==> src/shared/timer_channel_pkg.sv <==
/*
  Constants and carrier types for one timer/PWM channel.
  Assumes a 32-bit AXI4-Lite register bus with one aligned word per register.
*/
package timer_channel_pkg;

  // ----------------------------------------------------------------
  // Register map (byte addresses)
  // ----------------------------------------------------------------
  localparam int ADDR_W = 8;
  localparam logic [ADDR_W-1:0] OFS_STATUS_CONTROL = 8'h00;
  localparam logic [ADDR_W-1:0] OFS_VALUE_HIGH = 8'h04;
  localparam logic [ADDR_W-1:0] OFS_VALUE_LOW = 8'h08;

  // ----------------------------------------------------------------
  // Status/control fields
  // ----------------------------------------------------------------
  localparam int SC_FLAG = 7;
  localparam int SC_IE = 6;
  localparam int SC_MODE_B = 5;
  localparam int SC_MODE_A = 4;
  localparam int SC_EL_B = 3;
  localparam int SC_EL_A = 2;

  // ----------------------------------------------------------------
  // Reset values and fixed codes
  // ----------------------------------------------------------------
  localparam logic [15:0] VALUE_RESET = 16'h0000;
  localparam logic [1:0] EL_RELEASED = 2'h0;
  localparam logic [1:0] EL_TOGGLE = 2'h1;
  localparam logic [1:0] EL_CLEAR = 2'h2;
  localparam logic [1:0] EL_SET = 2'h3;
  localparam logic [1:0] EL_HIGH_TRUE = 2'h2;
  localparam logic [1:0] CLOCK_NONE = 2'h0;
  localparam logic [15:0] FREE_RUN_TOP = 16'hffff;
  localparam logic [1:0] RESP_OKAY = 2'h0;
  localparam logic [1:0] RESP_SLVERR = 2'h2;

  // ----------------------------------------------------------------
  // Types
  // ----------------------------------------------------------------
  typedef enum logic [1:0] {
    MODE_CAPTURE = 2'b00,
    MODE_COMPARE = 2'b01,
    MODE_EDGE_PWM = 2'b10,
    MODE_CENTER_PWM = 2'b11
  } mode_t;

  typedef struct packed {
    logic flag;
    logic irq_enable;
    logic channel_mode_bit_b;
    logic channel_mode_bit_a;
    logic [1:0] edge_level;
  } status_control_t;

  // Shared counter state seen by every channel
  typedef struct packed {
    logic [15:0] counter;
    logic [15:0] modulo;
    logic [1:0] clock_source;
    logic center_pwm_select;
    logic background_debug;
  } timer_shared_t;

endpackage

==> src/design/timer_channel.sv <==
/*
  One timer/PWM channel: mode decode, pin control, capture/compare flag,
  16-bit value register with byte coherency, AXI4-Lite register slave.
  Assumes the shared counter, its clock selection and modulo come from
  logic on the same clock; the channel pin comes from outside.
*/
`timescale 1ns/1ps
`default_nettype none

// Notes on behaviour
// - Mode bit A picks capture or compare
// - Edge/level 00 releases the pin
// - Capture edge: rising, falling or both
// - Compare match: none, toggle, clear, set
// - Edge PWM high-true or low-true pulses
// - Center PWM high-true or low-true pulses
// - Reset clears both value bytes
// - Capture reads latch both bytes coherently
// - Status/control write unlatches read buffer
// - Value writes ignored in capture mode
// - Debug freezes read state, reads live
// - Value bytes buffered until both written
// - No clock: transfer on second byte
// - Compare: transfer on next counter change
// - PWM: transfer on modulo-1 to modulo
// - Status/control write resets write buffer
// - Debug writes go straight to register
// - Debug writes spare pending buffered sequence
// - Flag on edge or match, not 0%/100%
// - Clock source zero stops the counter
// - Center select makes counter count up/down
module timer_channel
  import timer_channel_pkg::*;
(
  // Clock and reset
  input wire logic clock,
  input wire logic reset_n,
  // AXI4-Lite write channels
  input wire logic [timer_channel_pkg::ADDR_W-1:0] s_axi_awaddr,
  input wire logic s_axi_awvalid,
  output logic s_axi_awready,
  input wire logic [31:0] s_axi_wdata,
  input wire logic [3:0] s_axi_wstrb,
  input wire logic s_axi_wvalid,
  output logic s_axi_wready,
  output logic [1:0] s_axi_bresp,
  output logic s_axi_bvalid,
  input wire logic s_axi_bready,
  // AXI4-Lite read channels
  input wire logic [timer_channel_pkg::ADDR_W-1:0] s_axi_araddr,
  input wire logic s_axi_arvalid,
  output logic s_axi_arready,
  output logic [31:0] s_axi_rdata,
  output logic [1:0] s_axi_rresp,
  output logic s_axi_rvalid,
  input wire logic s_axi_rready,
  // Shared counter state
  input wire timer_channel_pkg::timer_shared_t shared,
  // Channel pin
  input wire logic pin_in,
  output logic pin_out,
  output logic pin_oe_n,
  // Status to the rest of the timer
  output logic channel_event_flag,
  output logic channel_irq_enable
);
  import timer_channel_pkg::*;

  // ----------------------------------------------------------------
  // Declarations
  // ----------------------------------------------------------------
  status_control_t sc_r;
  logic flag_armed_r;
  logic [15:0] value_r;
  logic [7:0] wbuf_hi_r, wbuf_lo_r;
  logic hi_seen_r, lo_seen_r, pending_r;
  logic [15:0] rbuf_r;
  logic rd_latched_r, rd_first_hi_r;
  logic pin_s1_r, pin_s2_r, pin_d_r;
  logic [15:0] cnt_prev_r;
  logic aw_held_r, w_held_r;
  logic [ADDR_W-1:0] aw_addr_r;
  logic [7:0] w_data_r;
  logic w_lane0_r;
  logic awready_r, wready_r, bvalid_r, arready_r, rvalid_r;
  logic [1:0] bresp_r, rresp_r;
  logic [31:0] rdata_r;
  logic pin_out_r, pin_oe_n_r;

  mode_t mode;
  logic dbg, is_cap, is_pwm, clk_none;
  logic wr_do, wr_en, wr_sc, wr_vh, wr_vl;
  logic rd_do, rd_vh, rd_vl, rd_hit;
  logic cnt_moved, edge_evt, match_evt, duty_extreme;
  logic buffered_ok, second_byte, xfer_now, below;
  logic [15:0] mod_eff, immediate_val;
  logic [7:0] rd_byte;

  // ----------------------------------------------------------------
  // Mode decode
  // ----------------------------------------------------------------
  always_comb begin
    if (shared.center_pwm_select) begin
      mode = MODE_CENTER_PWM;
    end else if (sc_r.channel_mode_bit_b) begin
      mode = MODE_EDGE_PWM;
    end else if (sc_r.channel_mode_bit_a) begin
      mode = MODE_COMPARE;
    end else begin
      mode = MODE_CAPTURE;
    end
  end

  assign dbg = shared.background_debug;
  assign is_cap = (mode == MODE_CAPTURE);
  assign is_pwm = (mode == MODE_EDGE_PWM) || (mode == MODE_CENTER_PWM);
  assign clk_none = (shared.clock_source == CLOCK_NONE);
  // Zero modulo means a free-running counter
  assign mod_eff = (shared.modulo == 16'h0000) ? FREE_RUN_TOP : shared.modulo;

  // ----------------------------------------------------------------
  // Pin synchroniser and edge detection
  // ----------------------------------------------------------------
  always_ff @(posedge clock or negedge reset_n) begin
    if (!reset_n) begin
      pin_s1_r <= 1'b0;
      pin_s2_r <= 1'b0;
      pin_d_r <= 1'b0;
    end else begin
      pin_s1_r <= pin_in;
      pin_s2_r <= pin_s1_r;
      pin_d_r <= pin_s2_r;
    end
  end

  // pin_d_r follows the pin in every mode, so a mode change alone cannot look like an edge
  always_comb begin
    edge_evt = 1'b0;
    if (is_cap) begin
      unique case (sc_r.edge_level)
        2'h1: edge_evt = pin_s2_r && !pin_d_r;
        2'h2: edge_evt = !pin_s2_r && pin_d_r;
        2'h3: edge_evt = pin_s2_r != pin_d_r;
        2'h0: edge_evt = 1'b0;
      endcase
    end
  end

  // ----------------------------------------------------------------
  // Counter watch and match
  // ----------------------------------------------------------------
  always_ff @(posedge clock or negedge reset_n) begin
    if (!reset_n) begin
      cnt_prev_r <= 16'h0000;
    end else begin
      cnt_prev_r <= shared.counter;
    end
  end

  assign cnt_moved = (shared.counter != cnt_prev_r);
  assign match_evt = !is_cap && cnt_moved && (shared.counter == value_r);
  assign duty_extreme = (value_r == 16'h0000) || (value_r > mod_eff);
  assign below = (shared.counter < value_r);

  // ----------------------------------------------------------------
  // AXI4-Lite handshakes
  // ----------------------------------------------------------------
  assign wr_do = aw_held_r && w_held_r && !bvalid_r;
  assign wr_en = wr_do && w_lane0_r;
  assign wr_sc = wr_en && (aw_addr_r == OFS_STATUS_CONTROL);
  assign wr_vh = wr_en && (aw_addr_r == OFS_VALUE_HIGH);
  assign wr_vl = wr_en && (aw_addr_r == OFS_VALUE_LOW);
  assign rd_do = s_axi_arvalid && arready_r;
  assign rd_vh = rd_do && (s_axi_araddr == OFS_VALUE_HIGH);
  assign rd_vl = rd_do && (s_axi_araddr == OFS_VALUE_LOW);

  always_ff @(posedge clock or negedge reset_n) begin
    if (!reset_n) begin
      aw_held_r <= 1'b0;
      aw_addr_r <= '0;
      awready_r <= 1'b1;
      w_held_r <= 1'b0;
      w_data_r <= 8'h00;
      w_lane0_r <= 1'b0;
      wready_r <= 1'b1;
      bvalid_r <= 1'b0;
      bresp_r <= RESP_OKAY;
    end else begin
      if (s_axi_awvalid && awready_r) begin
        aw_held_r <= 1'b1;
        aw_addr_r <= s_axi_awaddr;
        awready_r <= 1'b0;
      end
      if (s_axi_wvalid && wready_r) begin
        w_held_r <= 1'b1;
        w_data_r <= s_axi_wdata[7:0];
        w_lane0_r <= s_axi_wstrb[0];
        wready_r <= 1'b0;
      end
      if (wr_do) begin
        aw_held_r <= 1'b0;
        w_held_r <= 1'b0;
        bvalid_r <= 1'b1;
        bresp_r <= (aw_addr_r == OFS_STATUS_CONTROL || aw_addr_r == OFS_VALUE_HIGH ||
                    aw_addr_r == OFS_VALUE_LOW) ? RESP_OKAY : RESP_SLVERR;
      end
      if (bvalid_r && s_axi_bready) begin
        bvalid_r <= 1'b0;
        awready_r <= 1'b1;
        wready_r <= 1'b1;
      end
    end
  end

  // ----------------------------------------------------------------
  // Read data path
  // ----------------------------------------------------------------
  always_comb begin
    rd_byte = 8'h00;
    rd_hit = 1'b1;
    if (s_axi_araddr == OFS_STATUS_CONTROL) begin
      rd_byte = {sc_r, 2'b00};
    end else if (s_axi_araddr == OFS_VALUE_HIGH) begin
      rd_byte = (rd_latched_r && !dbg) ? rbuf_r[15:8] : value_r[15:8];
    end else if (s_axi_araddr == OFS_VALUE_LOW) begin
      rd_byte = (rd_latched_r && !dbg) ? rbuf_r[7:0] : value_r[7:0];
    end else begin
      rd_hit = 1'b0;
    end
  end

  always_ff @(posedge clock or negedge reset_n) begin
    if (!reset_n) begin
      arready_r <= 1'b1;
      rvalid_r <= 1'b0;
      rdata_r <= 32'h0000_0000;
      rresp_r <= RESP_OKAY;
    end else begin
      if (rd_do) begin
        arready_r <= 1'b0;
        rvalid_r <= 1'b1;
        rdata_r <= {24'h000000, rd_byte};
        rresp_r <= rd_hit ? RESP_OKAY : RESP_SLVERR;
      end
      if (rvalid_r && s_axi_rready) begin
        rvalid_r <= 1'b0;
        arready_r <= 1'b1;
      end
    end
  end

  // ----------------------------------------------------------------
  // Status/control register and channel flag
  // ----------------------------------------------------------------
  always_ff @(posedge clock or negedge reset_n) begin
    if (!reset_n) begin
      sc_r <= '0;
      flag_armed_r <= 1'b0;
    end else begin
      if (wr_sc) begin
        sc_r.irq_enable <= w_data_r[SC_IE];
        sc_r.channel_mode_bit_b <= w_data_r[SC_MODE_B];
        sc_r.channel_mode_bit_a <= w_data_r[SC_MODE_A];
        sc_r.edge_level <= w_data_r[SC_EL_B:SC_EL_A];
        flag_armed_r <= 1'b0;
        if (flag_armed_r && !w_data_r[SC_FLAG]) begin
          sc_r.flag <= 1'b0;
        end
      end else if (rd_do && s_axi_araddr == OFS_STATUS_CONTROL && sc_r.flag) begin
        flag_armed_r <= 1'b1;
      end
      // New event beats a clear in the same cycle
      if (edge_evt || (match_evt && !(is_pwm && duty_extreme))) begin
        sc_r.flag <= 1'b1;
      end
    end
  end

  // ----------------------------------------------------------------
  // Read coherency
  // ----------------------------------------------------------------
  always_ff @(posedge clock or negedge reset_n) begin
    if (!reset_n) begin
      rd_latched_r <= 1'b0;
      rd_first_hi_r <= 1'b0;
      rbuf_r <= VALUE_RESET;
    end else if (wr_sc) begin
      rd_latched_r <= 1'b0;
    end else if ((rd_vh || rd_vl) && is_cap && !dbg) begin
      if (!rd_latched_r) begin
        rd_latched_r <= 1'b1;
        rd_first_hi_r <= rd_vh;
        rbuf_r <= value_r;
      end else if (rd_vh != rd_first_hi_r) begin
        rd_latched_r <= 1'b0;
      end
    end
  end

  // ----------------------------------------------------------------
  // Write coherency and value register
  // ----------------------------------------------------------------
  assign buffered_ok = !dbg && !is_cap;
  assign second_byte = buffered_ok && ((wr_vh && lo_seen_r) || (wr_vl && hi_seen_r));
  assign immediate_val = {wr_vh ? w_data_r : wbuf_hi_r, wr_vl ? w_data_r : wbuf_lo_r};

  // Pending transfers wait while debug holds the counter frozen
  always_comb begin
    xfer_now = 1'b0;
    if (pending_r && !dbg && !is_cap) begin
      if (clk_none) begin
        xfer_now = 1'b1;
      end else if (mode == MODE_COMPARE) begin
        xfer_now = cnt_moved;
      end else begin
        xfer_now = (cnt_prev_r == mod_eff - 16'h0001) && (shared.counter == mod_eff);
      end
    end
  end

  always_ff @(posedge clock or negedge reset_n) begin
    if (!reset_n) begin
      wbuf_hi_r <= 8'h00;
      wbuf_lo_r <= 8'h00;
      hi_seen_r <= 1'b0;
      lo_seen_r <= 1'b0;
      pending_r <= 1'b0;
    end else if (wr_sc) begin
      hi_seen_r <= 1'b0;
      lo_seen_r <= 1'b0;
      pending_r <= 1'b0;
    end else begin
      if (buffered_ok && wr_vh) begin
        wbuf_hi_r <= w_data_r;
        hi_seen_r <= !lo_seen_r;
      end
      if (buffered_ok && wr_vl) begin
        wbuf_lo_r <= w_data_r;
        lo_seen_r <= !hi_seen_r;
      end
      if (second_byte) begin
        lo_seen_r <= 1'b0;
        hi_seen_r <= 1'b0;
        pending_r <= !clk_none;
      end else if (xfer_now) begin
        pending_r <= 1'b0;
      end
    end
  end

  always_ff @(posedge clock or negedge reset_n) begin
    if (!reset_n) begin
      value_r <= VALUE_RESET;
    end else if (edge_evt) begin
      value_r <= shared.counter;
    end else if (dbg && !is_cap && (wr_vh || wr_vl)) begin
      // Direct writes leave the seen/pending state alone
      if (wr_vh) begin
        value_r[15:8] <= w_data_r;
      end
      if (wr_vl) begin
        value_r[7:0] <= w_data_r;
      end
    end else if (second_byte && clk_none) begin
      value_r <= immediate_val;
    end else if (xfer_now) begin
      value_r <= {wbuf_hi_r, wbuf_lo_r};
    end
  end

  // ----------------------------------------------------------------
  // Pin drive
  // ----------------------------------------------------------------
  always_ff @(posedge clock or negedge reset_n) begin
    if (!reset_n) begin
      pin_out_r <= 1'b0;
      pin_oe_n_r <= 1'b1;
    end else begin
      pin_oe_n_r <= is_cap || (sc_r.edge_level == EL_RELEASED);
      unique case (mode)
        MODE_COMPARE: begin
          if (match_evt) begin
            unique case (sc_r.edge_level)
              EL_TOGGLE: pin_out_r <= !pin_out_r;
              EL_CLEAR: pin_out_r <= 1'b0;
              EL_SET: pin_out_r <= 1'b1;
              EL_RELEASED: pin_out_r <= pin_out_r;
            endcase
          end
        end
        // Level from counter versus value covers both alignments
        MODE_EDGE_PWM, MODE_CENTER_PWM: begin
          pin_out_r <= (sc_r.edge_level == EL_HIGH_TRUE) ? below : !below;
        end
        MODE_CAPTURE: pin_out_r <= pin_out_r;
      endcase
    end
  end

  // ----------------------------------------------------------------
  // Outputs
  // ----------------------------------------------------------------
  assign s_axi_awready = awready_r;
  assign s_axi_wready = wready_r;
  assign s_axi_bvalid = bvalid_r;
  assign s_axi_bresp = bresp_r;
  assign s_axi_arready = arready_r;
  assign s_axi_rvalid = rvalid_r;
  assign s_axi_rdata = rdata_r;
  assign s_axi_rresp = rresp_r;
  assign pin_out = pin_out_r;
  assign pin_oe_n = pin_oe_n_r;
  assign channel_event_flag = sc_r.flag;
  assign channel_irq_enable = sc_r.irq_enable;

endmodule

`default_nettype wire

==> config.mk <==
export PLATFORM = sky130hd
export DESIGN_NAME = timer_channel
export DESIGN_NICKNAME = d
export VERILOG_FILES = /design/src/shared/timer_channel_pkg.sv /design/src/design/timer_channel.sv
export SDC_FILE = /design/constraint.sdc
export NUM_CORES = 1
export LEC_CHECK = 0
export BUFFER_PORTS_ARGS = -buffer_cell sky130_fd_sc_hd__buf_2
export CAP_MARGIN = 25
export CORE_MARGIN = 2
export CORE_UTILIZATION = 42
export CTS_CLUSTER_DIAMETER = 120
export DETAILED_ROUTE_END_ITERATION = 10
export GPL_TIMING_DRIVEN = 0
export HOLD_SLACK_MARGIN = 0.12
export PLACE_DENSITY_LB_ADDON = 0.3
export SLEW_MARGIN = 0
export SYNTH_ARGS = -nofsm -noshare
export SYNTH_HDL_FRONTEND = slang
export SYNTH_SLANG_ARGS = --single-unit
==> constraint.sdc <==
create_clock -name clock -period 3.15 [get_ports clock]
set_input_delay 0.63 -clock clock [delete_from_list [all_inputs] [get_ports clock]]
set_output_delay 0.63 -clock clock [all_outputs]
set_load 0.02 [all_outputs]
# Yosys cells after proc, flatten, opt, wreduce, memory -nomap -nowiden
# Cells that the tools add are included.
[op_classes]
magnitude_cmp = 2
n_addsub = 1
n_reduce_logical = 87
bitwise = 3
eq_ne = 20
n_mux = 63
[op_table]
columns = ["cell", "n"]
rows = [
  ["16-bit 2-to-1 mux", 5],
  ["8-bit 2-to-1 mux", 9],
  ["16-bit equality test", 3],
  ["1-bit 2-to-1 mux", 41],
  ["1-bit logical AND", 37],
  ["16-bit zero test", 2],
  ["2-bit nonzero test", 10],
  ["8-bit by 3-bit equality test with 1-bit output (second input constant)", 2],
  ["8-bit by 4-bit equality test with 1-bit output (second input constant)", 2],
  ["16-bit > comparator", 1],
  ["8-bit zero test", 2],
  ["16-bit < comparator", 1],
  ["16-bit != test", 1],
  ["16-bit by 1-bit subtractor with 16-bit output (second input constant)", 1],
  ["1-bit zero test", 12],
  ["2-bit AND reduction", 5],
  ["1-bit logical OR", 9],
  ["3-bit nonzero test", 3],
  ["2-bit equality test (second input constant)", 4],
  ["2-bit 2-to-1 mux", 4],
  ["2-bit zero test", 3],
  ["6-bit 2-to-1 mux", 1],
  ["3-bit != test (second input constant)", 2],
  ["3-bit AND reduction", 2],
  ["9 further kinds", 14],
]
[word_totals]
in_bits = 96
out_inout_bits = 45
ff_bits = 117
elab_cells = 211

# Longest topological paths before layout
# Gate-level depths: netlist of run 1.
[depth]
word_depth = 12
ltp_mapped = 18
mapped_depth_nobuf = 15

# Least setup slack after synthesis of run 1
# Ideal clock, no wire load.
[synth_path]
path_kind = "input -> register"
startpoint = "input port shared[17] (netlist bit)"
endpoint = "register value_r[0]"
cell_stages = 18
t_required_ps = 3018
path_buffers = 4
t_arrival_ps = 3966
setup_ps = 132
slack_ps = -948
cell_sequence = "buf_2 nor3_1 nand3_1 nor2_1 buf_2 buf_1 nor2_1 ha_1 or3b_1 buf_2 o21ai_0 nand3_1 o31a_1 a21oi_1 a32o_1 nor4_4 nor2_4 mux2i_1"
[synth_between]
elab_chain_len = 10
elab_cells_between_ends = 11
cone_classes = "1 x add/sub; 2 x eq/ne; 4 x mux; 4 x reduce/logical"
[synth_rtl]
columns = ["element", "line", "source"]
rows = [
  ["from (decl)", "timer_channel.sv:58", "input wire timer_channel_pkg::timer_shared_t shared,"],
  ["16-bit zero test", "timer_channel.sv:119", "assign mod_eff = (shared.modulo == 16'h0000) ? FREE_RUN_TOP : shared.modulo;"],
  ["16-bit 2-to-1 mux (*)", "timer_channel.sv:119", ""],
  ["16-bit by 1-bit subtractor with 16-bit output", "timer_channel.sv:316", "xfer_now = (cnt_prev_r == mod_eff - 16'h0001) && (shared.counter == mod_eff);"],
  ["16-bit equality test", "timer_channel.sv:316", ""],
  ["1-bit logical AND (*)", "timer_channel.sv:316", ""],
  ["1-bit 2-to-1 mux (*)", "timer_channel.sv:313", "end else if (mode == MODE_COMPARE) begin"],
  ["1-bit 2-to-1 mux (*)", "timer_channel.sv:311", "if (clk_none) begin"],
  ["1-bit 2-to-1 mux (*)", "timer_channel.sv:310", "if (pending_r && !dbg && !is_cap) begin"],
  ["4-bit nonzero test (no source line) (*)", "n/a", ""],
  ["2-bit AND reduction (no source line) (*)", "n/a", ""],
  ["to (signal assigned)", "timer_channel.sv:355", "value_r <= shared.counter;"],
  ["to (signal assigned)", "timer_channel.sv:362", "value_r[7:0] <= w_data_r;"],
  ["to (signal assigned)", "timer_channel.sv:365", "value_r <= immediate_val;"],
  ["to (decl)", "timer_channel.sv:74", "logic [15:0] value_r;"],
]
# Mark *: on every way between the ends. The rest lies on a longest branch, timed or not.
# A chain may end at the register's enable or synchronous reset.

# Worst setup path in the final report of run 1
[layout_path]
startpoint = "input port shared[5] (netlist bit)"
endpoint = "register value_r[15]"
# The elaborated chain is that of the path after synthesis.

==> report_table.html, run 1 <==
<table>
<tr><th>Metric</th><th>Value</th></tr>
<tr><th colspan="2">Timing</th></tr>
<tr><td>Setup violators final</td><td>17</td></tr>
<tr><td>Slack of the critical path</td><td>-0.264 ns</td></tr>
<tr><td>Max Fclk</td><td>about 0.29 GHz</td></tr>
<tr><td>Hold WS</td><td>between 0.1 and 0.15 ns</td></tr>
<tr><td>Unrepaired setup endpoints after global routing</td><td>yes</td></tr>
<tr><td>Max-slew violation count</td><td>0</td></tr>
<tr><td>Max_slew headroom</td><td>52.2%</td></tr>
<tr><td>Fraction of the cycle the final worst path needs</td><td>108%</td></tr>
<tr><td>Hold violation total from the final report</td><td>0</td></tr>
<tr><td>Worst-margin pin slew</td><td>just over 0.7 ns</td></tr>
<tr><td>Min cycle time layout</td><td>between 3 and 4 ns</td></tr>
<tr><td>Setup clock skew after layout</td><td>around 0.011 ns</td></tr>
<tr><th colspan="2">Final layout</th></tr>
<tr><td>Final std cell area, no fill</td><td>around 9000 um2</td></tr>
<tr><td>Ant. Diodes</td><td>0</td></tr>
<tr><td>Final net count</td><td>1064</td></tr>
<tr><td>P&amp;R area growth vs syn</td><td>24.3%</td></tr>
<tr><td>Share of post-route cells with drive strength above 1</td><td>about a quarter</td></tr>
<tr><th colspan="2">Clock tree</th></tr>
<tr><td>Clock sink count</td><td>115</td></tr>
<tr><td>TritonCTS Buffers</td><td>17</td></tr>
<tr><td>Clock Tree Buf Depth</td><td>2</td></tr>
<tr><td>TritonCTS clock tree</td><td>yes</td></tr>
<tr><td>CTS H-tree depth</td><td>4</td></tr>
<tr><td>Latest clock arrival within the worst-skew pair</td><td>between 0.4 and 0.5 ns</td></tr>
<tr><td>Number of hold-repair buffers added at the cts stage</td><td>0</td></tr>
<tr><td>Clock-pin transition on the worst setup and hold timing paths</td><td>around 0.06 ns</td></tr>
<tr><td>Root cell of the clock tree</td><td>sky130_fd_sc_hd__clkbuf_16</td></tr>
<tr><th colspan="2">Synth</th></tr>
<tr><td>Simple-Gate Fraction of Synth Area</td><td>between 20% and 30%</td></tr>
<tr><td>Most common cell in the netlist</td><td>sky130_fd_sc_hd__nand2_1</td></tr>
<tr><td>Parity-gate share of the synthesized area counting xor and xnor cells</td><td>approximately 4.5%</td></tr>
<tr><td>Proportion of synthesized chip area in sequential cells</td><td>40.3%</td></tr>
<tr><td>Average size of a mapped cell</td><td>9.01 um2</td></tr>
<tr><td>Adder and majority cell fraction of the synthesized area</td><td>6.12%</td></tr>
<tr><td>Number of enable-type register cells in the synthesized netlist</td><td>0</td></tr>
<tr><td>Number of synthesized register bits</td><td>approximately 120</td></tr>
<tr><td>Mapped Cells</td><td>794</td></tr>
<tr><td>Count of different cell masters after synthesis</td><td>66</td></tr>
<tr><td>Combinational family with the most area after synthesis</td><td>simple AND/OR/NAND/NOR gates</td></tr>
<tr><td>Most frequent cells after synthesis</td><td>132 x sky130_fd_sc_hd__nand2_1, 111 x sky130_fd_sc_hd__dfrtp_1, 53 x sky130_fd_sc_hd__nor2_1</td></tr>
<tr><td>Top cells by area, synth</td><td>sky130_fd_sc_hd__dfrtp_1 39%, sky130_fd_sc_hd__nand2_1 6.9%, sky130_fd_sc_hd__ha_1 6.1%, sky130_fd_sc_hd__mux2_2 3.9%, sky130_fd_sc_hd__o21ai_0 3.6%</td></tr>
<tr><td>Synthesized-area fraction occupied by ao, oa, aoi and oai cells</td><td>approximately 15%</td></tr>
<tr><td>Proportion of synthesized flip-flops having asynchronous set or reset</td><td>between 90% and 100%</td></tr>
<tr><td>Primary FF master, synth</td><td>sky130_fd_sc_hd__dfrtp_1</td></tr>
<tr><td>Synth warnings</td><td>0</td></tr>
<tr><td>Top-area cell type share of the netlist area</td><td>between 30% and 40%</td></tr>
<tr><td>Largest area contributor in the synthesized netlist</td><td>sky130_fd_sc_hd__dfrtp_1</td></tr>
<tr><td>Multiplexer share of the synthesized area</td><td>between 6 and 7%</td></tr>
<tr><td>Post-Syn Area</td><td>7160 um2</td></tr>
<tr><th colspan="2">Worst setup path</th></tr>
<tr><td>Largest fanout on the critical path</td><td>8</td></tr>
<tr><td>Worst reg2reg path depth</td><td>9</td></tr>
<tr><td>Element type at the critical path end</td><td>register</td></tr>
<tr><td>Setup slack of the worst register-to-register path</td><td>-0.06 ns</td></tr>
<tr><td>Source of the critical timing path</td><td>shared[5]</td></tr>
<tr><td>Type of origin of the critical path</td><td>input pin</td></tr>
<tr><td>Worst flop-to-flop path endpoint</td><td>value_r[6]</td></tr>
<tr><td>FF-to-FF Start</td><td>aw_addr_r[1]</td></tr>
<tr><td>Arrival @ worst endpoint</td><td>3.74 ns</td></tr>
<tr><td>WS Path Type</td><td>in2reg</td></tr>
<tr><td>Required time reported for the critical path endpoint</td><td>around 3.5 ns</td></tr>
<tr><th colspan="2">Global route</th></tr>
<tr><td>Maximum number of pins on one net before global-route repair</td><td>66</td></tr>
<tr><td>Gr ovfl total</td><td>0</td></tr>
<tr><td>First-pass GRT wire length</td><td>33.1 mm</td></tr>
<tr><td>Antenna violations before repair</td><td>0</td></tr>
<tr><td>GRT Util Overall</td><td>a little under a quarter</td></tr>
<tr><td>Vias in the first global route</td><td>about 6000</td></tr>
<tr><th colspan="2">Placement</th></tr>
<tr><td>Post-placement setup slack</td><td>-1.15 ns</td></tr>
<tr><td>Post-detailed-placement cell area</td><td>just over 8000 um2</td></tr>
<tr><td>Final weighted congestion of routability-driven global placement</td><td>0.965</td></tr>
<tr><td>Number of port buffers</td><td>between 70 and 80</td></tr>
<tr><td>DPL Wire Length</td><td>between 15 and 20 mm</td></tr>
<tr><th colspan="2">Run status</th></tr>
<tr><td>Failing checks</td><td>negative setup slack</td></tr>
<tr><td>Outcome</td><td>finished with violations</td></tr>
<tr><th colspan="2">Job</th></tr>
<tr><td>Max-cap violations</td><td>0</td></tr>
<tr><th colspan="2">Power</th></tr>
<tr><td>Worst supply voltage drop on vdd</td><td>~0.00057 V</td></tr>
<tr><td>Cell area power density</td><td>roughly 530 nW/um2</td></tr>
<tr><td>Reported leakage power</td><td>between 4 and 5 nW</td></tr>
<tr><td>Total power draw</td><td>~4.7 mW</td></tr>
<tr><th colspan="2">Floorplanning</th></tr>
<tr><td>Number of rows created at floorplan</td><td>47</td></tr>
<tr><td>Starting utilization of the core area</td><td>43.0%</td></tr>
<tr><td>Die Footprint</td><td>roughly 18000 um2</td></tr>
<tr><td>Die span in x</td><td>~130 um</td></tr>
<tr><td>Core Footprint</td><td>16600 um2</td></tr>
<tr><td>Boundary pin count</td><td>between 100 and 150</td></tr>
<tr><td>Vertical extent of the die</td><td>about 130 um</td></tr>
<tr><th colspan="2">Detailed routing</th></tr>
<tr><td>DRT iter0 DRCs</td><td>a little over 600</td></tr>
<tr><td>DRT antenna net count</td><td>0</td></tr>
<tr><td>Total wirelength of the detailed-routed design</td><td>roughly 21 mm</td></tr>
<tr><td>Number of vias per cell</td><td>around 5.6</td></tr>
<tr><td>DRT Pass-1 Iters</td><td>5</td></tr>
<tr><td>Post-route DRC violation count</td><td>0</td></tr>
<tr><td>Routed len/inst</td><td>17.9 um</td></tr>
<tr><td>Routed via count</td><td>approximately 6600</td></tr>
<tr><th colspan="2">Hold path</th></tr>
<tr><td>Hold/Removal Path Class</td><td>in2async</td></tr>
</table>
-- power breakdown --
group          switching [mW]  internal (mW)
logic                   0.553          0.418
clock network           0.669           1.14
registers               0.258           1.70
total                    1.48           3.26
-- per-layer routing --
metal / vias to the layer above / track usage, % / wire length [um]
li1: 3084 / - / -
met1: 3152 / 32.8 / 8940
met2: 298 / 36.7 / 9670
met3: 43 / 4.84 / 1640
met4: 0 / 10.2 / 646
met5: - / 0 / 0
-- cell families after synthesis --
| logic type | after synthesis |
|---|---|
| simple gates | 304 |
| compound gates | 172 |
| flops | 115 |
| buf+inv | 87 |
| mux | 43 |
| xor+xnor | 37 |
| fa+ha+maj | 35 |
| other cells | 1 |
-- layout by cell type (no fill, tap or decap), types with 4 or more instances in the layout --
cell type,instances
sky130_fd_sc_hd__a211oi_1,6
sky130_fd_sc_hd__a21o_1,5
sky130_fd_sc_hd__a21oi_1,47
sky130_fd_sc_hd__and3_1,4
sky130_fd_sc_hd__buf_2,70
sky130_fd_sc_hd__buf_4,44
sky130_fd_sc_hd__buf_6,13
sky130_fd_sc_hd__clkbuf_1,18
sky130_fd_sc_hd__clkbuf_16,18
sky130_fd_sc_hd__clkbuf_8,5
sky130_fd_sc_hd__conb_1,26
sky130_fd_sc_hd__dfrtp_1,111
sky130_fd_sc_hd__dfstp_2,4
sky130_fd_sc_hd__ha_1,34
sky130_fd_sc_hd__inv_1,34
sky130_fd_sc_hd__mux2_2,25
sky130_fd_sc_hd__mux2i_1,18
sky130_fd_sc_hd__nand2_1,131
sky130_fd_sc_hd__nand2b_1,18
sky130_fd_sc_hd__nand3_1,9
sky130_fd_sc_hd__nand4_1,15
sky130_fd_sc_hd__nor2_1,49
sky130_fd_sc_hd__nor2_4,4
sky130_fd_sc_hd__nor2b_1,7
sky130_fd_sc_hd__nor3_1,13
sky130_fd_sc_hd__nor3_4,4
sky130_fd_sc_hd__nor4_1,13
sky130_fd_sc_hd__nor4_4,4
sky130_fd_sc_hd__o211ai_1,4
sky130_fd_sc_hd__o21ai_0,48
sky130_fd_sc_hd__o21ai_1,4
sky130_fd_sc_hd__o221ai_1,16
sky130_fd_sc_hd__o22ai_1,6
sky130_fd_sc_hd__or3_1,4
sky130_fd_sc_hd__xnor2_1,9
sky130_fd_sc_hd__xor2_1,28
-- sequential cells by signal, summed over array words and instances (netlist names), 4 cells and up --
signal / cells
sc_r: 4
rbuf_r: 16
w_data_r: 8
wbuf_hi_r: 8
value_r: 16
cnt_prev_r: 16
wbuf_lo_r: 8
s_axi_rdata: 8
aw_addr_r: 8
-- what timing repair did --
item	CTS	global route
gates resized for setup	15	11
buffers inserted	14	6
pin swaps	12	12
endpoints found under the hold margin	0	0
setup endpoints to repair	18	31
cloned	0	0
-- worst max-delay path, stage by stage --
cell and delay (ns):
sky130_fd_sc_hd__buf_4 0.14, sky130_fd_sc_hd__nor4_4 0.06, sky130_fd_sc_hd__buf_4 0.16, sky130_fd_sc_hd__nand2_4 0.07, sky130_fd_sc_hd__nor2_4 0.04, sky130_fd_sc_hd__buf_6 0.12
sky130_fd_sc_hd__buf_8 0.11, sky130_fd_sc_hd__nor2_4 0.12, sky130_fd_sc_hd__ha_4 0.15, sky130_fd_sc_hd__or3b_4 0.43, sky130_fd_sc_hd__or3_4 0.39, sky130_fd_sc_hd__nand4_1 0.12
sky130_fd_sc_hd__a32oi_1 0.10, sky130_fd_sc_hd__and4_1 0.20, sky130_fd_sc_hd__nand4_1 0.11, sky130_fd_sc_hd__nor4_4 0.07, sky130_fd_sc_hd__buf_6 0.15, sky130_fd_sc_hd__nor2_4 0.30
sky130_fd_sc_hd__mux2i_1 0.26
-- per-stage QoR --
step / TNS, ns / instances / utilization, %
detailed placement: -22.40 / 1119 / 48.9
floorplan: -6.30 / 819 / -
finish: -3.83 / 1165 / 53.5
global route: -5.88 / 1165 / 53.5
CTS: -3.39 / 1162 / 53.2
global placement: -22.37 / 1117 / 48.7
-- worst max-delay path by stage --
stage                              to  slack, ns  cells past startpoint
after floorplan            value_r[0]      -0.37                     18
after global placement    value_r[11]      -1.13                     18
after detailed placement   value_r[9]      -1.15                     18
after CTS                  value_r[9]      -0.24                     21
after global routing       value_r[9]      -0.38                     19
final                     value_r[15]      -0.26                     19
-- area by class of cell --
class	instances	area [um2]
fillers	1536	7750
multi-input cells	617	4060
flip-flops and latches	115	2880
repair buffers	96	592
clock buffers	23	478
plain buffers	52	402
well taps	220	275
inverters	34	128
clock inverters	8	78.8
Power figures use the tool's default switching activity.
==> run 2, diff against run 1 <==
--- a/config.mk
+++ b/config.mk
@@ -5,8 +5,9 @@
 export SDC_FILE = /design/constraint.sdc
 export NUM_CORES = 1
 export LEC_CHECK = 0
+export ABC_AREA = 1
 export BUFFER_PORTS_ARGS = -buffer_cell sky130_fd_sc_hd__buf_2
-export CAP_MARGIN = 25
+export CAP_MARGIN = 20
 export CORE_MARGIN = 2
 export CORE_UTILIZATION = 42
 export CTS_CLUSTER_DIAMETER = 120
==> report_table.html, run 2 <==
<table>
<tr><th>Metric</th><th>Value</th></tr>
<tr><th colspan="2">Global route</th></tr>
<tr><td>Maximum number of pins on one net before global-route repair</td><td>72 (+9.1%)</td></tr>
<tr><td>First-pass GRT wire length</td><td>32.1 mm (-3.0%)</td></tr>
<tr><td>Vias in the first global route</td><td>6326 (+2.5%)</td></tr>
<tr><td>GRT Util Overall</td><td>22.6% (-1.2 points)</td></tr>
<tr><td>Gr ovfl total</td><td>0 (unchanged)</td></tr>
<tr><td>Antenna violations before repair</td><td>0 (unchanged)</td></tr>
<tr><th colspan="2">Worst setup path</th></tr>
<tr><td>Top delay family on crit path</td><td>simple AND/OR/NAND/NOR gates</td></tr>
<tr><td>WS Path Type</td><td>in2reg</td></tr>
<tr><td>Type of origin of the critical path</td><td>input pin</td></tr>
<tr><td>Arrival @ worst endpoint</td><td>3.35 ns (-0.39 ns)</td></tr>
<tr><td>Element type at the critical path end</td><td>register</td></tr>
<tr><td>Crit path max-delay cell type</td><td>sky130_fd_sc_hd__o21bai_2</td></tr>
<tr><td>Largest fanout on the critical path</td><td>8 (unchanged)</td></tr>
<tr><td>Critical path buffer and inverter count</td><td>6 (+1)</td></tr>
<tr><td>Slowest cell delay on critical path</td><td>0.24 ns (-0.19 ns)</td></tr>
<tr><td>Required time reported for the critical path endpoint</td><td>3.50 ns (+0.02 ns)</td></tr>
<tr><th colspan="2">Detailed routing</th></tr>
<tr><td>DRT Pass-1 Iters</td><td>5 (unchanged)</td></tr>
<tr><td>Routed via count</td><td>6951 (+5.7%)</td></tr>
<tr><td>Post-route DRC violation count</td><td>0 (unchanged)</td></tr>
<tr><td>Total wirelength of the detailed-routed design</td><td>20.3 mm (-2.7%)</td></tr>
<tr><td>DRT iter0 DRCs</td><td>649 (+7.1%)</td></tr>
<tr><td>Routed len/inst</td><td>14.8 um (-17%)</td></tr>
<tr><td>Number of vias per cell</td><td>5.06 (-10%)</td></tr>
<tr><td>DRT antenna net count</td><td>0 (unchanged)</td></tr>
<tr><th colspan="2">Power</th></tr>
<tr><td>Cell area power density</td><td>582 nW/um2 (+9.3%)</td></tr>
<tr><td>Part of the total power dissipated in sequential elements</td><td>35.8% (-5.6 points)</td></tr>
<tr><td>Reported leakage power</td><td>4.64 nW (+9.5%)</td></tr>
<tr><td>Int Power</td><td>3.64 mW (+12%)</td></tr>
<tr><td>Net switching power figure</td><td>1.65 mW (+11%)</td></tr>
<tr><td>Proportion of total power due to net switching</td><td>31.2% (about the same)</td></tr>
<tr><td>Total power draw</td><td>5.29 mW (+12%)</td></tr>
<tr><td>Part of the power in the clock network</td><td>40.9% (+2.7 points)</td></tr>
<tr><td>Combinational share of power</td><td>23.3% (+2.8 points)</td></tr>
<tr><td>Worst supply voltage drop on vdd</td><td>0.000436 V (-24%)</td></tr>
<tr><th colspan="2">Final layout</th></tr>
<tr><td>Registers with the most flip-flops</td><td>cnt_prev_r: 16 flops, rbuf_r: 16 flops, value_r: 16 flops</td></tr>
<tr><td>P&amp;R area growth vs syn</td><td>23.7%</td></tr>
<tr><td>Share of post-route cells with drive strength above 1</td><td>18.2% (-5.7 points)</td></tr>
<tr><td>Most frequent cells in the layout</td><td>266 x sky130_fd_sc_hd__nand2_1, 133 x sky130_fd_sc_hd__inv_1, 111 x sky130_fd_sc_hd__dfrtp_1</td></tr>
<tr><td>Ant. Diodes</td><td>0 (unchanged)</td></tr>
<tr><td>Commonest non-fill, non-tap cell in the layout</td><td>sky130_fd_sc_hd__nand2_1</td></tr>
<tr><td>Final core utilization</td><td>52.9% (-0.60 points)</td></tr>
<tr><td>Final net count</td><td>1266 (+19%)</td></tr>
<tr><th colspan="2">Floorplanning</th></tr>
<tr><td>Core Footprint</td><td>17200 um2 (+3.2%)</td></tr>
<tr><td>Starting utilization of the core area</td><td>42.7% (-0.26 points)</td></tr>
<tr><td>Boundary pin count</td><td>141 (unchanged)</td></tr>
<tr><td>Die Footprint</td><td>18600 um2 (+2.5%)</td></tr>
<tr><td>Number of rows created at floorplan</td><td>48 (+2.1%)</td></tr>
<tr><td>Die span in x</td><td>136 um (+1.2%)</td></tr>
<tr><td>Vertical extent of the die</td><td>136 um (+1.2%)</td></tr>
<tr><th colspan="2">Synth</th></tr>
<tr><td>Simple-Gate Fraction of Synth Area</td><td>26.5% (+5.1 points)</td></tr>
<tr><td>Synth warnings</td><td>0 (unchanged)</td></tr>
<tr><td>Number of enable-type register cells in the synthesized netlist</td><td>0 (unchanged)</td></tr>
<tr><td>Mapped Cells</td><td>989 (+25%)</td></tr>
<tr><td>Number of synthesized register bits</td><td>115 (unchanged)</td></tr>
<tr><td>Proportion of synthesized chip area in sequential cells</td><td>39.3% (-1.0 points)</td></tr>
<tr><td>Adder and majority cell fraction of the synthesized area</td><td>5.96% (-0.15 points)</td></tr>
<tr><td>Combinational family with the most area after synthesis</td><td>simple AND/OR/NAND/NOR gates</td></tr>
<tr><td>Largest area contributor in the synthesized netlist</td><td>sky130_fd_sc_hd__dfrtp_1</td></tr>
<tr><td>Top cells by area, synth</td><td>sky130_fd_sc_hd__dfrtp_1 38%, sky130_fd_sc_hd__nand2_1 14%, sky130_fd_sc_hd__inv_1 6.9%, sky130_fd_sc_hd__ha_1 6.0%, sky130_fd_sc_hd__o21ai_0 5.9%</td></tr>
<tr><td>Parity-gate share of the synthesized area counting xor and xnor cells</td><td>2.74% (-1.8 points)</td></tr>
<tr><td>Synthesized-area fraction occupied by ao, oa, aoi and oai cells</td><td>12.7% (-2.4 points)</td></tr>
<tr><td>Average size of a mapped cell</td><td>7.42 um2 (-18%)</td></tr>
<tr><td>Most common cell in the netlist</td><td>sky130_fd_sc_hd__nand2_1</td></tr>
<tr><td>Top-area cell type share of the netlist area</td><td>37.8% (-0.98 points)</td></tr>
<tr><td>Multiplexer share of the synthesized area</td><td>1.36% (-5.1 points)</td></tr>
<tr><td>Count of different cell masters after synthesis</td><td>45 (-32%)</td></tr>
<tr><td>Most frequent cells after synthesis</td><td>272 x sky130_fd_sc_hd__nand2_1, 135 x sky130_fd_sc_hd__inv_1, 111 x sky130_fd_sc_hd__dfrtp_1</td></tr>
<tr><td>Primary FF master, synth</td><td>sky130_fd_sc_hd__dfrtp_1</td></tr>
<tr><td>Post-Syn Area</td><td>7340 um2 (+2.6%)</td></tr>
<tr><td>Proportion of synthesized flip-flops having asynchronous set or reset</td><td>100% (unchanged)</td></tr>
<tr><th colspan="2">Run status</th></tr>
<tr><td>Outcome</td><td>finished clean</td></tr>
<tr><th colspan="2">Clock tree</th></tr>
<tr><td>TritonCTS Buffers</td><td>17 (unchanged)</td></tr>
<tr><td>Root cell of the clock tree</td><td>sky130_fd_sc_hd__clkbuf_16</td></tr>
<tr><td>CTS H-tree depth</td><td>4 (unchanged)</td></tr>
<tr><td>Clock sink count</td><td>115 (unchanged)</td></tr>
<tr><td>Latest clock arrival within the worst-skew pair</td><td>0.42 ns (about the same)</td></tr>
<tr><td>Clock Tree Buf Depth</td><td>2 (unchanged)</td></tr>
<tr><td>TritonCTS clock tree</td><td>yes</td></tr>
<tr><td>Clock-pin transition on the worst setup and hold timing paths</td><td>0.05 ns (about the same)</td></tr>
<tr><th colspan="2">Job</th></tr>
<tr><td>Max-cap violations</td><td>0 (unchanged)</td></tr>
<tr><th colspan="2">Placement</th></tr>
<tr><td>Number of port buffers</td><td>87 (+12%)</td></tr>
<tr><td>DPL Wire Length</td><td>15.5 mm (+0.32%)</td></tr>
<tr><td>Final weighted congestion of routability-driven global placement</td><td>0.935 (-3.1%)</td></tr>
<tr><th colspan="2">Timing</th></tr>
<tr><td>Setup violators final</td><td>0 (-17)</td></tr>
<tr><td>Setup clock skew after layout</td><td>0.00808 ns (-0.00266 ns)</td></tr>
<tr><td>Hold WS</td><td>0.131 ns (-0.0144 ns)</td></tr>
<tr><td>Max_slew headroom</td><td>59.7% (+7.6 points)</td></tr>
<tr><td>Hold violation total from the final report</td><td>0 (unchanged)</td></tr>
<tr><td>Min cycle time layout</td><td>3.00 ns (-0.413 ns)</td></tr>
<tr><td>Max-slew violation count</td><td>0 (unchanged)</td></tr>
<tr><td>Worst-margin pin slew</td><td>0.602 ns (-0.110 ns)</td></tr>
<tr><td>Max Fclk</td><td>0.333 GHz (+14%)</td></tr>
<tr><td>Fraction of the cycle the final worst path needs</td><td>95.3% (-13 points)</td></tr>
<tr><th colspan="2">Hold path</th></tr>
<tr><td>Hold/Removal Path Class</td><td>in2async</td></tr>
</table>
## run 2: cell types whose count changed after synthesis, sizes merged, moves of 9 or more
cell,before,now
nand2,132,279
nand3,10,77
xor2,28,9
mux2,25,8
inv,34,136
o211ai,4,13
o21ai,53,95
o221ai,16,1
nand2b,18,0
nor4,18,7
nor3,17,5
a21oi,48,33
nor2,56,67
mux2i,18,1
## run 2: per-stage QoR
| step | worst slack [ns] | TNS, ns | cell area, um2 | cells |
|---|---|---|---|---|
| floorplan | 0.301 | 0 | 7440 | 1014 |
| global placement | -0.384 | -6.13 | 8150 | 1326 |
| detailed placement | -0.419 | -6.71 | 8190 | 1328 |
| CTS | 0.0129 | 0 | 8850 | 1360 |
| global route | -0.0449 | -0.321 | 9080 | 1373 |
| finish | 0.149 | 0 | 9080 | 1373 |
## run 2: kinds of logic (layout without fill, tap and decap cells)
| logic type | after synthesis | in the layout |
|---|---|---|
| fa+ha+maj | 35 | 35 |
| flops | 115 | 115 |
| buf+inv | 187 | 320 |
| compound gates | 165 | 165 |
| simple gates | 454 | 455 |
| mux | 9 | 9 |
| xor+xnor | 23 | 23 |
| other cells | 1 | 26 |
## run 2: repair_timing
item / CTS / global route
endpoints found under the setup margin: 0 / 17
endpoints found under the hold margin: 0 / 0
resized for setup: 0 / 27
setup buffers: 0 / 11
hold buffers: 0 / 0
## run 2: path summary, 6_finish.rpt
| check | startpoint | end | slack (ns) | cells past startpoint |
|---|---|---|---|---|
| hold / removal | reset_n | aw_addr_r[6] | 0.13 | 1 |
| max in group asynchronous | reset_n | s_axi_wready | 2.33 | 2 |
| setup / recovery | shared[14] | value_r[11] | 0.15 | 26 |
| hold reg to reg | pin_s1_r | pin_s2_r | 0.35 | 0 |
| min in group clock | pin_in | pin_s1_r | 0.32 | 1 |
| setup reg to reg | sc_r[3] | value_r[10] | 0.27 | 12 |
## run 2: routing by layer
| metal | vias up | share of wire [%] | global-route usage [%] |
|---|---|---|---|
| li1 | 3478 | - | - |
| met1 | 3234 | 45 | 30.4 |
| met2 | 208 | 47 | 36.8 |
| met3 | 31 | 6.0 | 4.55 |
| met4 | 0 | 1.7 | 6.89 |
| met5 | - | 0 | 0 |
## run 2: final cells by class
cell class	count	area, um2
Buffer	46	314
Multi-Input combinational cell	713	3820
Tap cell	225	282
Timing Repair Buffer	101	587
Clock inverter	8	171
Inverter	141	529
Sequential cell	115	2880
Fill cell	1724	8100
Clock buffer	24	492
## run 2: power groups by stage
| stage | Clock [mW] | Sequential, mW | Combinational [mW] |
|---|---|---|---|
| 2_1_floorplan | 0 | 1.94 | 0.723 |
| 3_3_place_gp | 0 | 1.91 | 1.16 |
| 3_5_place_dp | 0 | 1.91 | 1.18 |
| 4_1_cts | 2.19 | 1.89 | 1.19 |
| 5_1_grt | 2.27 | 1.92 | 1.39 |
| 6_report | 2.16 | 1.89 | 1.23 |
==> run 3, diff against run 2 <==
--- a/config.mk
+++ b/config.mk
@@ -6,12 +6,12 @@
 export NUM_CORES = 1
 export LEC_CHECK = 0
 export ABC_AREA = 1
-export BUFFER_PORTS_ARGS = -buffer_cell sky130_fd_sc_hd__buf_2
 export CAP_MARGIN = 20
 export CORE_MARGIN = 2
 export CORE_UTILIZATION = 42
 export CTS_CLUSTER_DIAMETER = 120
 export DETAILED_ROUTE_END_ITERATION = 10
+export DONT_BUFFER_PORTS = 1
 export GPL_TIMING_DRIVEN = 0
 export HOLD_SLACK_MARGIN = 0.12
 export PLACE_DENSITY_LB_ADDON = 0.3
==> report_table.html, run 3 (synthesized netlist as in run 2, its figures left out) <==
<table>
<tr><th>Metric</th><th>Value</th></tr>
<tr><th colspan="2">Run status</th></tr>
<tr><td>Outcome</td><td>finished with violations</td></tr>
<tr><td>Failing checks</td><td>negative hold slack</td></tr>
<tr><th colspan="2">Global route</th></tr>
<tr><td>Gr ovfl total</td><td>0 (unchanged)</td></tr>
<tr><td>Maximum number of pins on one net before global-route repair</td><td>116 (+61%)</td></tr>
<tr><td>GRT Util Overall</td><td>22.5% (-0.094 points)</td></tr>
<tr><td>Vias in the first global route</td><td>6109 (-3.4%)</td></tr>
<tr><td>Antenna violations before repair</td><td>0 (unchanged)</td></tr>
<tr><td>First-pass GRT wire length</td><td>31.9 mm (-0.56%)</td></tr>
<tr><th colspan="2">Job</th></tr>
<tr><td>Max-cap violations</td><td>0 (unchanged)</td></tr>
<tr><th colspan="2">Floorplanning</th></tr>
<tr><td>Vertical extent of the die</td><td>136 um (unchanged)</td></tr>
<tr><td>Die span in x</td><td>136 um (unchanged)</td></tr>
<tr><td>Die Footprint</td><td>18600 um2 (unchanged)</td></tr>
<tr><td>Boundary pin count</td><td>141 (unchanged)</td></tr>
<tr><td>Number of rows created at floorplan</td><td>48 (unchanged)</td></tr>
<tr><td>Core Footprint</td><td>17200 um2 (unchanged)</td></tr>
<tr><td>Starting utilization of the core area</td><td>42.7% (unchanged)</td></tr>
<tr><th colspan="2">Clock tree</th></tr>
<tr><td>Clock-pin transition on the worst setup and hold timing paths</td><td>0.06 ns (about the same)</td></tr>
<tr><td>Root cell of the clock tree</td><td>sky130_fd_sc_hd__clkbuf_16</td></tr>
<tr><td>Clock Tree Buf Depth</td><td>2 (unchanged)</td></tr>
<tr><td>Latest clock arrival within the worst-skew pair</td><td>0.42 ns (about the same)</td></tr>
<tr><td>Clock sink count</td><td>115 (unchanged)</td></tr>
<tr><td>CTS H-tree depth</td><td>4 (unchanged)</td></tr>
<tr><td>TritonCTS Buffers</td><td>17 (unchanged)</td></tr>
<tr><td>TritonCTS clock tree</td><td>yes</td></tr>
<tr><th colspan="2">Detailed routing</th></tr>
<tr><td>DRT antenna net count</td><td>0 (unchanged)</td></tr>
<tr><td>Post-route DRC violation count</td><td>0 (unchanged)</td></tr>
<tr><td>Routed via count</td><td>6574 (-5.4%)</td></tr>
<tr><td>Routed len/inst</td><td>15.8 um (+6.9%)</td></tr>
<tr><td>Total wirelength of the detailed-routed design</td><td>20.3 mm (-0.11%)</td></tr>
<tr><td>DRT iter0 DRCs</td><td>491 (-24%)</td></tr>
<tr><td>DRT Pass-1 Iters</td><td>5 (unchanged)</td></tr>
<tr><td>Number of vias per cell</td><td>5.12 (+1.2%)</td></tr>
<tr><th colspan="2">Timing</th></tr>
<tr><td>Hold WS</td><td>-0.102 ns (-0.233 ns)</td></tr>
<tr><td>Unrepaired setup endpoints after global routing</td><td>no</td></tr>
<tr><td>Fraction of the cycle the final worst path needs</td><td>93.6% (-1.6 points)</td></tr>
<tr><td>Setup clock skew after layout</td><td>0.0113 ns (+0.00322 ns)</td></tr>
<tr><td>Worst-margin pin slew</td><td>0.618 ns (+0.0163 ns)</td></tr>
<tr><td>Setup violators final</td><td>0 (unchanged)</td></tr>
<tr><td>Max_slew headroom</td><td>58.4% (-1.3 points)</td></tr>
<tr><td>Max-slew violation count</td><td>0 (unchanged)</td></tr>
<tr><td>Min cycle time layout</td><td>2.95 ns (-0.0516 ns)</td></tr>
<tr><td>Max Fclk</td><td>0.339 GHz (+1.7%)</td></tr>
<tr><td>Hold violation total from the final report</td><td>111 (+111)</td></tr>
<tr><th colspan="2">Worst setup path</th></tr>
<tr><td>WS Path Type</td><td>in2reg</td></tr>
<tr><td>Crit path max-delay cell type</td><td>sky130_fd_sc_hd__o21bai_4</td></tr>
<tr><td>Slowest cell delay on critical path</td><td>0.23 ns (about the same)</td></tr>
<tr><td>Largest fanout on the critical path</td><td>7 (-1)</td></tr>
<tr><td>Critical path buffer and inverter count</td><td>6 (unchanged)</td></tr>
<tr><td>Type of origin of the critical path</td><td>input pin</td></tr>
<tr><td>Most numerous cell on the critical path</td><td>sky130_fd_sc_hd__nand2_1</td></tr>
<tr><td>Required time reported for the critical path endpoint</td><td>3.51 ns (about the same)</td></tr>
<tr><td>Arrival @ worst endpoint</td><td>3.31 ns (-0.04 ns)</td></tr>
<tr><td>Top delay family on crit path</td><td>simple AND/OR/NAND/NOR gates</td></tr>
<tr><td>Element type at the critical path end</td><td>register</td></tr>
<tr><th colspan="2">Power</th></tr>
<tr><td>Reported leakage power</td><td>4.20 nW (-9.5%)</td></tr>
<tr><td>Cell area power density</td><td>577 nW/um2 (-1.0%)</td></tr>
<tr><td>Worst supply voltage drop on vdd</td><td>0.000517 V (+18%)</td></tr>
<tr><td>Total power draw</td><td>4.87 mW (-7.8%)</td></tr>
<tr><th colspan="2">Hold path</th></tr>
<tr><td>Hold/Removal Path Class</td><td>in2async</td></tr>
<tr><th colspan="2">Placement</th></tr>
<tr><td>Placed Instances</td><td>1240 (-6.6%)</td></tr>
<tr><td>DPL Wire Length</td><td>15.3 mm (-1.2%)</td></tr>
<tr><td>Final weighted congestion of routability-driven global placement</td><td>0.904 (-3.3%)</td></tr>
<tr><td>Number of port buffers</td><td>0 (-100%)</td></tr>
<tr><th colspan="2">Final layout</th></tr>
<tr><td>Final core utilization</td><td>49.2% (-3.6 points)</td></tr>
<tr><td>P&amp;R area growth vs syn</td><td>15.1%</td></tr>
<tr><td>Filler Cells Inserted</td><td>1730 (+0.35%)</td></tr>
<tr><td>Registers with the most flip-flops</td><td>cnt_prev_r: 16 flops, rbuf_r: 16 flops, value_r: 16 flops</td></tr>
<tr><td>Commonest non-fill, non-tap cell in the layout</td><td>sky130_fd_sc_hd__nand2_1</td></tr>
<tr><td>Most frequent cells in the layout</td><td>271 x sky130_fd_sc_hd__nand2_1, 134 x sky130_fd_sc_hd__inv_1, 111 x sky130_fd_sc_hd__dfrtp_1</td></tr>
<tr><td>Ant. Diodes</td><td>0 (unchanged)</td></tr>
<tr><td>Share of post-route cells with drive strength above 1</td><td>10.9% (-7.3 points)</td></tr>
<tr><td>Final net count</td><td>1176 (-7.1%)</td></tr>
<tr><td>Number of non-filler instances in the completed layout</td><td>1283 (-6.6%)</td></tr>
</table>
## run 3: metrics by stage
step	hold WS, ns	TNS [ns]	cell area, um2	setup slack (ns)
final	-0.102	0	8450	0.201
after floorplan	0.331	0	7440	0.301
after global placement	0.335	-4.14	7720	-0.263
after global routing	-0.121	0	8450	0.00750
after CTS	-0.119	0	8310	0.0959
after detailed placement	0.336	-5.05	7720	-0.334
## run 3: power by group
| part | total, mW | leakage [nW] | internal, mW | switching [mW] |
|---|---|---|---|---|
| combinational | 0.978 | 2.43 | 0.338 | 0.640 |
| sequential | 1.98 | 1.50 | 1.73 | 0.256 |
| clock | 1.91 | 0.275 | 1.20 | 0.708 |
| total | 4.87 | 4.20 | 3.27 | 1.60 |
## run 3: worst reg2reg max path, cell delays in order (launching register included)
cell and delay, ns:
sky130_fd_sc_hd__dfrtp_1 0.46, sky130_fd_sc_hd__inv_1 0.13, sky130_fd_sc_hd__nand4_1 0.19, sky130_fd_sc_hd__nor2_1 0.20, sky130_fd_sc_hd__nand2_1 0.22, sky130_fd_sc_hd__o22ai_1 0.29
sky130_fd_sc_hd__nand2_1 0.16, sky130_fd_sc_hd__o21ai_2 0.25, sky130_fd_sc_hd__buf_2 0.25, sky130_fd_sc_hd__nand2_1 0.07, sky130_fd_sc_hd__o211ai_1 0.14, sky130_fd_sc_hd__o21ai_1 0.11
sky130_fd_sc_hd__nand3_1 0.12, sky130_fd_sc_hd__nand2_1 0.08
## run 3: worst paths after layout
check                             startpoint       endpoint  slack, ns  cells past startpoint
worst min-delay path                 reset_n   s_axi_bvalid      -0.10                      0
worst max-delay path               shared[5]     value_r[5]       0.20                     25
max in group asynchronous            reset_n  s_axi_arready       3.05                      0
worst max register to register  s_axi_bvalid     value_r[8]       0.33                     13
worst min register to register      pin_s1_r       pin_s2_r       0.35                      0
min in group clock                shared[24]  cnt_prev_r[4]       0.24                      0
## run 3: what timing repair did
item | CTS | global route
gates resized for setup | 0 | 17
setup endpoints to repair | 0 | 16
hold endpoints to repair | 115 | 115
buffers inserted | 0 | 9
## run 3: layout make-up
class / instances / area (um2) / share of cell area, %
multi-input cells: 713 / 3780 / 44.8
well taps: 225 / 282 / 3.33
clock inverters: 12 / 130 / 1.54
flip-flops and latches: 115 / 2880 / 34.1
inverters: 141 / 529 / 6.26
plain buffers: 46 / 310 / 3.67
repair buffers: 11 / 80.1 / 0.947
clock buffers: 20 / 457 / 5.40
## run 3: routing by layer
metal  global-route usage (%)  routed length, um  up-vias
li1                         -                  -     3296
met1                     29.3               8870     3050
met2                     37.0               9710      199
met3                     5.41               1380       29
met4                     7.00                347        0
met5                        0                  0        -
